## src/spu_pkg.sv

```systemverilog
// Shared constants and types of the serial port
package spu_pkg;

	// ----------------------------------------
	// Register indexes, byte address is index times four
	// ----------------------------------------
	localparam logic [7:0] IDX_CONTROL  = 8'h98;
	localparam logic [7:0] IDX_DATA     = 8'h99;
	localparam logic [7:0] IDX_RELOAD_L = 8'hAA;
	localparam logic [7:0] IDX_RELOAD_H = 8'hBA;
	localparam logic [7:0] IDX_BAUD_SEL = 8'hD8;
	localparam logic [7:0] IDX_POWER    = 8'hC0;

	// ----------------------------------------
	// Reset values
	// ----------------------------------------
	localparam logic [7:0] CONTROL_RST  = 8'h00;
	localparam logic [7:0] DATA_RST     = 8'h00;
	localparam logic [7:0] RELOAD_L_RST = 8'hD9;
	localparam logic [7:0] RELOAD_H_RST = 8'h03;
	localparam logic [7:0] BAUD_SEL_RST = 8'h00;
	localparam logic [7:0] POWER_RST    = 8'h00;

	// ----------------------------------------
	// Field positions
	// ----------------------------------------
	localparam int CTL_MODE_HI  = 7;
	localparam int CTL_MODE_LO  = 6;
	localparam int CTL_MPE      = 5;
	localparam int CTL_REN      = 4;
	localparam int CTL_TB8      = 3;
	localparam int CTL_RB8      = 2;
	localparam int CTL_TI       = 1;
	localparam int CTL_RI       = 0;
	localparam int BAUD_SEL_BIT = 7;
	localparam int DOUBLER_BIT  = 7;
	localparam int RELOAD_W     = 10;

	// ----------------------------------------
	// Timing
	// ----------------------------------------
	localparam int CPU_CLK_HZ   = 100_000_000;
	localparam int MODE0_DIV    = 12;
	localparam int MODE0_HALF   = MODE0_DIV / 2;
	localparam int OVS          = 16;
	localparam logic [3:0] OVS_MID  = 4'h7;
	localparam logic [3:0] OVS_LAST = 4'hF;
	localparam logic [3:0] FRAME8_BITS = 4'hA;
	localparam logic [3:0] FRAME9_BITS = 4'hB;

	typedef enum logic [1:0] {
		MODE_SHIFT  = 2'b00,
		MODE_UART8  = 2'b01,
		MODE_UART9F = 2'b10,
		MODE_UART9V = 2'b11
	} spu_mode_e;

endpackage

```

## src/spu_pulse_counter.sv

```systemverilog
// Reloadable up counter that pulses on wrap
`timescale 1ns/1ps
module spu_pulse_counter #(
	parameter int W = 4
) (
	// Clock and reset
	input  wire logic         clk_sys,
	input  wire logic         reset_n,
	// Count control
	input  wire logic         countEn,
	input  wire logic [W-1:0] loadVal,
	output logic              wrapPulse
);
	typedef struct packed {
		logic [W-1:0] cnt;
	} spu_cnt_s;

	spu_cnt_s s_q;
	spu_cnt_s s_d;

	if (W < 1) begin : g_chk
		$error("spu_pulse_counter: W must be at least 1");
	end

	// Wraps after 2**W - loadVal counted enables
	assign wrapPulse = countEn && (s_q.cnt == {W{1'b1}});

	always_comb begin
		s_d = s_q;
		if (countEn) begin
			s_d.cnt = wrapPulse ? loadVal : s_q.cnt + 1'b1;
		end
	end

	always_ff @(posedge clk_sys) begin
		if (!reset_n) begin
			s_q <= '0;
		end else begin
			s_q <= s_d;
		end
	end
endmodule

```

## src/spu_serial_port.sv

```systemverilog
// Serial port with shift mode and 8/9-bit asynchronous modes, Wishbone slave
//
// Design decision made here: the Wishbone slave port.
`timescale 1ns/1ps
// What this block does
// - Decode four frame modes, shift at clock/12
// - Mode 2 runs clock/64, or /32 doubled
// - Multiprocessor enable held at control bit 5
// - Receive only while receive enable set
// - Modes 2,3 send tx ninth bit
// - Modes 2,3 capture received ninth bit
// - Transmit done set, never hardware cleared
// - Receive done set at frame end
// - Data write sends, data read returns receive
// - Reload value: low byte plus two bits
// - Baud from reload generator or timer overflow
// - Baud doubler is power register bit 7
// - All timing from processor clock
// - Baud source select only modes 1,3
module spu_serial_port
	import spu_pkg::*;
#(
	parameter int ADR_W = 10
) (
	// Clock and reset
	input  wire logic        clk_sys,
	input  wire logic        reset_n,
	// Wishbone slave
	input  wire logic        cyc_i,
	input  wire logic        stb_i,
	input  wire logic        we_i,
	input  wire logic [ADR_W-1:0] adr_i,
	input  wire logic [3:0]  sel_i,
	input  wire logic [31:0] dat_i,
	output logic      [31:0] dat_o,
	output logic             ack_o,
	// Baud source from timer block
	input  wire logic        timer1Overflow,
	// Serial pins
	input  wire logic        rxdIn,
	output logic             rxdOut,
	output logic             rxdOe,
	output logic             txd
);
	if (ADR_W != 10) begin : g_chk
		$error("spu_serial_port: ADR_W must be 10");
	end

	typedef struct packed {
		logic        ack;
		logic [31:0] datO;
		logic [7:0]  ctl;
		logic [7:0]  rxBuf;
		logic [7:0]  relL;
		logic [7:0]  relH;
		logic [7:0]  baudSel;
		logic [7:0]  power;
		logic        txBusy;
		logic [10:0] txShift;
		logic [3:0]  txBits;
		logic [3:0]  txSub;
		logic        txdLine;
		logic        rxSync1;
		logic        rxSync2;
		logic        rxPrev;
		logic        rxBusy;
		logic [3:0]  rxSub;
		logic [3:0]  rxBits;
		logic [8:0]  rxShift;
		logic        m0Busy;
		logic        m0IsTx;
		logic        m0Phase;
		logic [2:0]  m0Bits;
		logic [7:0]  m0Shift;
		logic        m0Out;
		logic        m0Oe;
	} spu_state_s;

	spu_state_s s_q;
	spu_state_s s_d;

	// ----------------------------------------
	// Baud generation
	// ----------------------------------------
	spu_mode_e        mode;
	logic             isNine;
	logic             doubler;
	logic             useReload;
	logic [9:0]       relValue;
	logic             relPulse;
	logic             m0Pulse;
	logic             basePulse;
	logic [1:0]       tickLoad;
	logic             tick16;

	assign mode      = spu_mode_e'({s_q.ctl[CTL_MODE_HI], s_q.ctl[CTL_MODE_LO]});
	assign isNine    = s_q.ctl[CTL_MODE_HI];
	assign doubler   = s_q.power[DOUBLER_BIT];
	assign useReload = s_q.baudSel[BAUD_SEL_BIT];
	assign relValue  = {s_q.relH[1:0], s_q.relL};

	// Reload generator wraps every 1024 - reload clocks
	spu_pulse_counter #(.W(RELOAD_W)) u_reload (
		.clk_sys   (clk_sys),
		.reset_n   (reset_n),
		.countEn   (1'b1),
		.loadVal   (relValue),
		.wrapPulse (relPulse)
	);

	// Half shift clock, six processor clocks
	spu_pulse_counter #(.W(3)) u_mode0 (
		.clk_sys   (clk_sys),
		.reset_n   (reset_n),
		.countEn   (1'b1),
		.loadVal   (3'(8 - MODE0_HALF)),
		.wrapPulse (m0Pulse)
	);

	// Mode 2 fixed, else source select picks reload or timer
	always_comb begin
		if (mode == MODE_UART9F) begin
			basePulse = 1'b1;
			tickLoad  = doubler ? 2'h2 : 2'h0;
		end else if (useReload) begin
			basePulse = relPulse;
			tickLoad  = doubler ? 2'h2 : 2'h0;
		end else begin
			basePulse = timer1Overflow;
			tickLoad  = doubler ? 2'h3 : 2'h2;
		end
	end

	// Oversample tick, sixteen per bit
	spu_pulse_counter #(.W(2)) u_tick (
		.clk_sys   (clk_sys),
		.reset_n   (reset_n),
		.countEn   (basePulse),
		.loadVal   (tickLoad),
		.wrapPulse (tick16)
	);

	// ----------------------------------------
	// Bus, serial engines
	// ----------------------------------------
	logic [7:0] idx;
	logic       req;
	logic       wrNow;
	logic       startTx;
	logic       setTi;
	logic       setRi;
	logic [7:0] rdVal;

	assign idx   = adr_i[ADR_W-1:2];
	assign req   = cyc_i && stb_i;
	assign wrNow = req && we_i && s_q.ack && sel_i[0];

	always_comb begin
		s_d     = s_q;
		startTx = 1'b0;
		setTi   = 1'b0;
		setRi   = 1'b0;
		rdVal   = 8'h00;
		s_d.ack = req && !s_q.ack;
		case (idx)
			IDX_CONTROL:  rdVal = s_q.ctl;
			IDX_DATA:     rdVal = s_q.rxBuf;
			IDX_RELOAD_L: rdVal = s_q.relL;
			IDX_RELOAD_H: rdVal = s_q.relH;
			IDX_BAUD_SEL: rdVal = s_q.baudSel;
			IDX_POWER:    rdVal = s_q.power;
			default:      rdVal = 8'h00;
		endcase
		if (req && !s_q.ack) begin
			s_d.datO = {24'h000000, rdVal};
		end
		if (wrNow) begin
			case (idx)
				IDX_CONTROL:  s_d.ctl = dat_i[7:0];
				IDX_DATA:     startTx = 1'b1;
				IDX_RELOAD_L: s_d.relL = dat_i[7:0];
				IDX_RELOAD_H: s_d.relH = dat_i[7:0];
				IDX_BAUD_SEL: s_d.baudSel = dat_i[7:0];
				IDX_POWER:    s_d.power = dat_i[7:0];
				default:      s_d.ctl = s_d.ctl;
			endcase
		end

		// Pin synchroniser and edge history
		s_d.rxSync1 = rxdIn;
		s_d.rxSync2 = s_q.rxSync1;
		s_d.rxPrev  = s_q.rxSync2;

		// Asynchronous transmit: start, LSB first, ninth, stop
		if (startTx && mode != MODE_SHIFT) begin
			s_d.txBusy  = 1'b1;
			s_d.txSub   = 4'h0;
			s_d.txShift = isNine ? {1'b1, s_q.ctl[CTL_TB8], dat_i[7:0], 1'b0}
			                     : {2'b11, dat_i[7:0], 1'b0};
			s_d.txBits  = isNine ? FRAME9_BITS : FRAME8_BITS;
		end else if (s_q.txBusy && tick16) begin
			s_d.txSub = s_q.txSub + 4'h1;
			if (s_q.txSub == OVS_LAST) begin
				s_d.txShift = {1'b1, s_q.txShift[10:1]};
				s_d.txBits  = s_q.txBits - 4'h1;
				if (s_q.txBits == 4'h2) begin
					setTi = 1'b1;
				end
				if (s_q.txBits == 4'h1) begin
					s_d.txBusy = 1'b0;
				end
			end
		end

		// Asynchronous receive, start edge then midbit samples
		if (!s_q.rxBusy) begin
			if (s_q.ctl[CTL_REN] && mode != MODE_SHIFT && s_q.rxPrev && !s_q.rxSync2) begin
				s_d.rxBusy = 1'b1;
				s_d.rxSub  = 4'h0;
				s_d.rxBits = 4'h0;
			end
		end else if (tick16) begin
			s_d.rxSub = s_q.rxSub + 4'h1;
			if (s_q.rxSub == OVS_MID) begin
				if (s_q.rxBits == 4'h0) begin
					s_d.rxBusy = !s_q.rxSync2;
					s_d.rxBits = 4'h1;
				end else if (s_q.rxBits <= (isNine ? 4'h9 : 4'h8)) begin
					s_d.rxShift = {s_q.rxSync2, s_q.rxShift[8:1]};
					s_d.rxBits  = s_q.rxBits + 4'h1;
				end else begin
					s_d.rxBusy = 1'b0;
					// Multiprocessor mode drops frames with ninth bit low, or with stop bit low in mode 1
					if (!s_q.ctl[CTL_RI] &&
					    (!s_q.ctl[CTL_MPE] || (isNine ? s_q.rxShift[8] : s_q.rxSync2))) begin
						s_d.rxBuf = isNine ? s_q.rxShift[7:0] : s_q.rxShift[8:1];
						s_d.ctl[CTL_RB8] = isNine ? s_q.rxShift[8] : s_q.rxSync2;
						setRi = 1'b1;
					end
				end
			end
		end

		// Shift register mode, data on rxd, clock on txd
		if (!s_q.m0Busy) begin
			if (mode == MODE_SHIFT && startTx) begin
				s_d.m0Busy  = 1'b1;
				s_d.m0IsTx  = 1'b1;
				s_d.m0Phase = 1'b0;
				s_d.m0Bits  = 3'h0;
				s_d.m0Shift = dat_i[7:0];
				s_d.m0Out   = dat_i[0];
				s_d.m0Oe    = 1'b1;
			end else if (mode == MODE_SHIFT && s_q.ctl[CTL_REN] && !s_q.ctl[CTL_RI]) begin
				s_d.m0Busy  = 1'b1;
				s_d.m0IsTx  = 1'b0;
				s_d.m0Phase = 1'b0;
				s_d.m0Bits  = 3'h0;
				s_d.m0Oe    = 1'b0;
			end
		end else if (m0Pulse) begin
			s_d.m0Phase = !s_q.m0Phase;
			if (!s_q.m0Phase) begin
				if (!s_q.m0IsTx) begin
					s_d.m0Shift = {s_q.rxSync2, s_q.m0Shift[7:1]};
				end
			end else begin
				s_d.m0Bits = s_q.m0Bits + 3'h1;
				if (s_q.m0Bits == 3'h7) begin
					s_d.m0Busy = 1'b0;
					s_d.m0Oe   = 1'b0;
					s_d.m0Out  = 1'b1;
					if (s_q.m0IsTx) begin
						setTi = 1'b1;
					end else begin
						s_d.rxBuf = s_q.m0Shift;
						setRi = 1'b1;
					end
				end else if (s_q.m0IsTx) begin
					s_d.m0Shift = {1'b0, s_q.m0Shift[7:1]};
					s_d.m0Out   = s_q.m0Shift[1];
				end
			end
		end

		// Hardware set wins over a software clear
		s_d.ctl[CTL_TI] = s_d.ctl[CTL_TI] || setTi;
		s_d.ctl[CTL_RI] = s_d.ctl[CTL_RI] || setRi;

		if (s_d.m0Busy) begin
			s_d.txdLine = s_d.m0Phase;
		end else begin
			s_d.txdLine = s_d.txBusy ? s_d.txShift[0] : 1'b1;
		end
	end

	always_ff @(posedge clk_sys) begin
		if (!reset_n) begin
			s_q         <= '0;
			s_q.ctl     <= CONTROL_RST;
			s_q.rxBuf   <= DATA_RST;
			s_q.relL    <= RELOAD_L_RST;
			s_q.relH    <= RELOAD_H_RST;
			s_q.baudSel <= BAUD_SEL_RST;
			s_q.power   <= POWER_RST;
			s_q.txdLine <= 1'b1;
			s_q.rxSync1 <= 1'b1;
			s_q.rxSync2 <= 1'b1;
			s_q.rxPrev  <= 1'b1;
			s_q.m0Out   <= 1'b1;
		end else begin
			s_q <= s_d;
		end
	end

	assign dat_o  = s_q.datO;
	assign ack_o  = s_q.ack;
	assign txd    = s_q.txdLine;
	assign rxdOut = s_q.m0Out;
	assign rxdOe  = s_q.m0Oe;

	// ----------------------------------------
	// Assertions
	// ----------------------------------------
	a_shift_clock_period: assert property (@(posedge clk_sys) disable iff (!reset_n)
		m0Pulse |=> !m0Pulse [*5] ##1 m0Pulse)
		else $error("shift mode half clock is not six cycles");

	a_mode2_tick_rate: assert property (@(posedge clk_sys) disable iff (!reset_n || cyc_i)
		(tick16 && mode == MODE_UART9F && !doubler) |=> !tick16 [*3] ##1 tick16)
		else $error("mode 2 oversample tick is not every four cycles");

	a_rx_needs_enable: assert property (@(posedge clk_sys) disable iff (!reset_n)
		$rose(s_q.rxBusy) |-> $past(s_q.ctl[CTL_REN]))
		else $error("reception started without receive enable");

	a_tx_ninth_loaded: assert property (@(posedge clk_sys) disable iff (!reset_n)
		(startTx && isNine) |=> (s_q.txShift[9] == $past(s_q.ctl[CTL_TB8])) && !s_q.txdLine)
		else $error("ninth transmit bit not taken from control");

	a_rx_ninth_kept: assert property (@(posedge clk_sys) disable iff (!reset_n)
		(setRi && isNine && mode != MODE_SHIFT) |=> s_q.ctl[CTL_RB8] == $past(s_q.rxShift[8]))
		else $error("ninth receive bit not captured");

	a_ti_at_stop: assert property (@(posedge clk_sys) disable iff (!reset_n)
		(s_q.txBusy && tick16 && s_q.txSub == OVS_LAST && s_q.txBits == 4'h2)
		|=> s_q.ctl[CTL_TI] && s_q.txdLine)
		else $error("transmit done not set at stop bit start");

	a_ti_sticky: assert property (@(posedge clk_sys) disable iff (!reset_n)
		(s_q.ctl[CTL_TI] && !(wrNow && idx == IDX_CONTROL)) |=> s_q.ctl[CTL_TI])
		else $error("transmit done cleared by hardware");

	a_ri_on_done: assert property (@(posedge clk_sys) disable iff (!reset_n)
		setRi |=> s_q.ctl[CTL_RI] && (s_q.rxBuf == $past(s_d.rxBuf)))
		else $error("receive done not set on completion");

	a_data_read: assert property (@(posedge clk_sys) disable iff (!reset_n)
		(req && !s_q.ack && !we_i && idx == IDX_DATA) |=> ack_o && dat_o[7:0] == $past(s_q.rxBuf))
		else $error("data read does not return receive buffer");
endmodule

```

## config.mk

```make
export PLATFORM = sky130hd
export DESIGN_NAME = spu_serial_port
export DESIGN_NICKNAME = d
export VERILOG_FILES = /design/src/spu_pkg.sv /design/src/spu_pulse_counter.sv /design/src/spu_serial_port.sv
export SDC_FILE = /design/constraint.sdc
export NUM_CORES = 1
export LEC_CHECK = 0
export ABC_AREA = 1
export BUFFER_PORTS_ARGS = -buffer_cell sky130_fd_sc_hd__buf_2
export CORE_ASPECT_RATIO = 1.4
export CORE_MARGIN = 2
export CORE_UTILIZATION = 40
export DETAILED_ROUTE_END_ITERATION = 8
export PLACE_DENSITY_LB_ADDON = 0.1
export SLEW_MARGIN = 5
export SYNTH_ARGS = -nofsm -noshare
export SYNTH_HDL_FRONTEND = slang
export SYNTH_SLANG_ARGS = --single-unit
```

## constraint.sdc

```tcl
create_clock -name clk_sys -period 2.1 [get_ports clk_sys]
set_clock_uncertainty 0.05 [all_clocks]
set_input_delay 0 -clock clk_sys [delete_from_list [all_inputs] [get_ports clk_sys]]
set_output_delay 0 -clock clk_sys [all_outputs]
set_load 0.01 [all_outputs]
```

==> results.cfg <==
[grt]
grt.overflow.total = 0
gr-usage-met2_pct = 35.8
grt_pass1_vias = 5309
grtUsageTotal_pct = 20.3
grt_antenna_before_repair = 0
met1_usage_pct = 23.4
gr-usage-met3_pct = 4.56
grt_pass1_wl_um = 27500
busiest_layer = met2
grt_max_degree = 40

[logic_synthesis]
ys_seq_area_share_pct = 40.0
synth_area_leaders = dfxtp_1, a21oi_1, nand2_1, inv_1, o21ai_0
synth_area_sq_um = 6510
synthCells = 902
synth_top_area_share_pct = 40.0
synth_top_cell_by_area = dfxtp_1
ys_ff_latch = 130
yosysUniqueCellTypes = 45
ys_warn_count = 0
postSynthAreaPerCell_sq_um = 7.22

[clock_tree]
cts-htree-levels = 4
clock-sinks = 130
max-clock-path-buffers = 2
clock_latency_ns = 0.42
cts_root_buf = clkbuf_16
cts_tree = done
clk_pin_slew_ns = 0.05
cts_inserted_buffers = 17

[cells_and_area]
antenna_cells = 0
drive_gt1_share_pct = 14.9
final_area_sq_um = 7670
utilization_pct = 47.8
final_net_count = 1035
layout_common_cells = nand2_1, dfxtp_1, inv_1
layout_commonest_cell = nand2_1
synthToLayoutAreaGrowth_pct = 17.8

[timing]
final_hold_viol_count = 0
fin_crit_sh_pct = 91.6
fmax_mhz = 520
setup_violations = 0
worst_pin_slew_ns = 0.568
period_needed_ns = 1.92
slew_viol_final = 0
rsz0062_at_grt = false
setup-tns-final_ns = 0
slew_headroom_pct = 62.2

[min_path]
min_from = stb_i
holdPathStages = 5
holdCritPathClass = input pin to flop
min_to = ack_o

[floorplanning]
dieArea_sq_um = 17300
die_w_um = 112
rows = 55
coreArea_sq_um = 16000
fp.dieH_um = 155
io_pins = 89
start_util_pct = 40.6

[pwr]
power_mw = 5.72
ir_drop_v = 0.000612
p_leak_nw = 3.26
power_density_nw_per_um2 = 746

[place]
portBuffers = 35
gp_congestion = 0.809
dpl.hpwl_um = 12800
place_area_sq_um = 6920

[worst_setup_path]
cp-start-kind = flop
reg2reg_to = s_q[22]
r2r_start = u_reload.s_q[0]
worstPathArrival_ns = 2.17
critPathSlowestCell = dfxtp_1
cp_slowest_stage_delay_ns = 0.36
path_class = flop to flop
cp-end-kind = flop
cp_cell_sequence = ha_1 -> nand2_1 -> nor2_4 -> nand3_4 -> nand2_4 -> nand3_4 -> nor2_8 -> nand2_4 -> o21ai_0 -> a21oi_1
cp_max_fo = 18
worstRegToRegCells = 10
rrSetupSlack_ns = 0.18
worstPathRequired_ns = 2.35

[drt]
drc_errors = 0
drtIter0Drc = 264
wl_um = 17400
ant_nets = 0
wl_per_cell_um = 14.7
dr.pass1.iters = 5
vias = 5831
via_per_inst = 4.94

[run]
maxCapViolCount = 0

[run_status]
status = completed
-- Yosys cell counts, drive strengths merged --
library cell / instances
clkbuf: 19
or2: 7
a21oi: 110
and2: 1
and3: 2
o211ai: 6
a311oi: 1
dfxtp: 130
nor2: 88
xor2: 5
nor3b: 2
conb: 1
xnor2: 4
nor3: 8
o22ai: 12
nand4: 9
o21ai: 97
a41oi: 1
nand2: 147
a211oi: 4
a221oi: 7
ha: 14
inv: 126
a31oi: 4
a21boi: 1
nand3: 53
buf: 43
-- per-stage QoR --
stage	cells	setup WS (ns)	hold slack [ns]
after floorplan	925	0.169	0.0566
after global placement	1132	0.186	0.139
after detailed placement	1132	0.173	0.139
after CTS	1178	0.152	0.0165
after global routing	1180	0.00447	0.0685
final	1180	0.176	0.0233
-- layer usage --
metal / share of wire (%) / vias to the layer above
li1: - / 3046
met1: 43 / 2658
met2: 50 / 104
met3: 3.1 / 23
met4: 3.1 / 0
met5: 0 / -
-- worst max path at each step --
stage	to	slack, ns	from	cells past startpoint
global route	s_q[92]	0.004	u_reload.s_q[0]	12
floorplan	s_q[90]	0.17	s_q[25]	11
detailed placement	s_q[11]	0.17	isNine	8
CTS	s_q[11]	0.15	isNine	8
global placement	s_q[17]	0.19	u_reload.s_q[0]	10
finish	s_q[22]	0.18	u_reload.s_q[0]	10
-- worst max-delay path: cells and delay by family (launching register included) --
family,cells,cell delay [ns]
and+or+nand+nor,7,0.94
AOI/OAI and AO/OA,2,0.26
adders and majority gates,1,0.19
DFF,1,0.36
-- logic make-up after synthesis --
group,count (synthesis),share of synthesized area [%]
and+or+nand+nor,317,22.9
AOI/OAI and AO/OA,243,20.0
buffers and inverters,188,13.1
DFF,130,40.0
adders and majority gates,14,2.69
xor gates and xnor gates,9,1.21
other,1,0.0576
-- what timing repair did --
item,CTS,global route
hold buffers,14,0
setup endpoints to repair,0,9
endpoints found under the hold margin,26,0
setup buffers,0,2
gates resized for setup,0,3
-- state kept, by name, summed over array words and instances (netlist names) --
register	count
relValue	10
dat_o	8
s_d	2
u_tick.s_q	2
rxdOe	1
ack_o	1
u_reload.s_q	10
u_mode0.s_q	3
isNine	1
s_q	88
txd	1
doubler	1
mode	1
rxdOut	1
-- cell type report --
cell class	count	area [sq um]
clock buffers	22	484
well taps	199	249
repair buffers	86	606
multi-input cells	607	3150
flip-flops and latches	130	2600
inverters	126	473
clock inverters	10	106
fillers	1697	8370
-- power breakdown --
part | leakage, nW | internal [mW] | switching, mW
combinational | 1.91 | 0.0971 | 0.183
sequential | 1.05 | 2.49 | 0.0145
clock | 0.295 | 1.86 | 1.07
total | 3.26 | 4.45 | 1.27
Note: power is estimated with default switching activity, not from simulation.
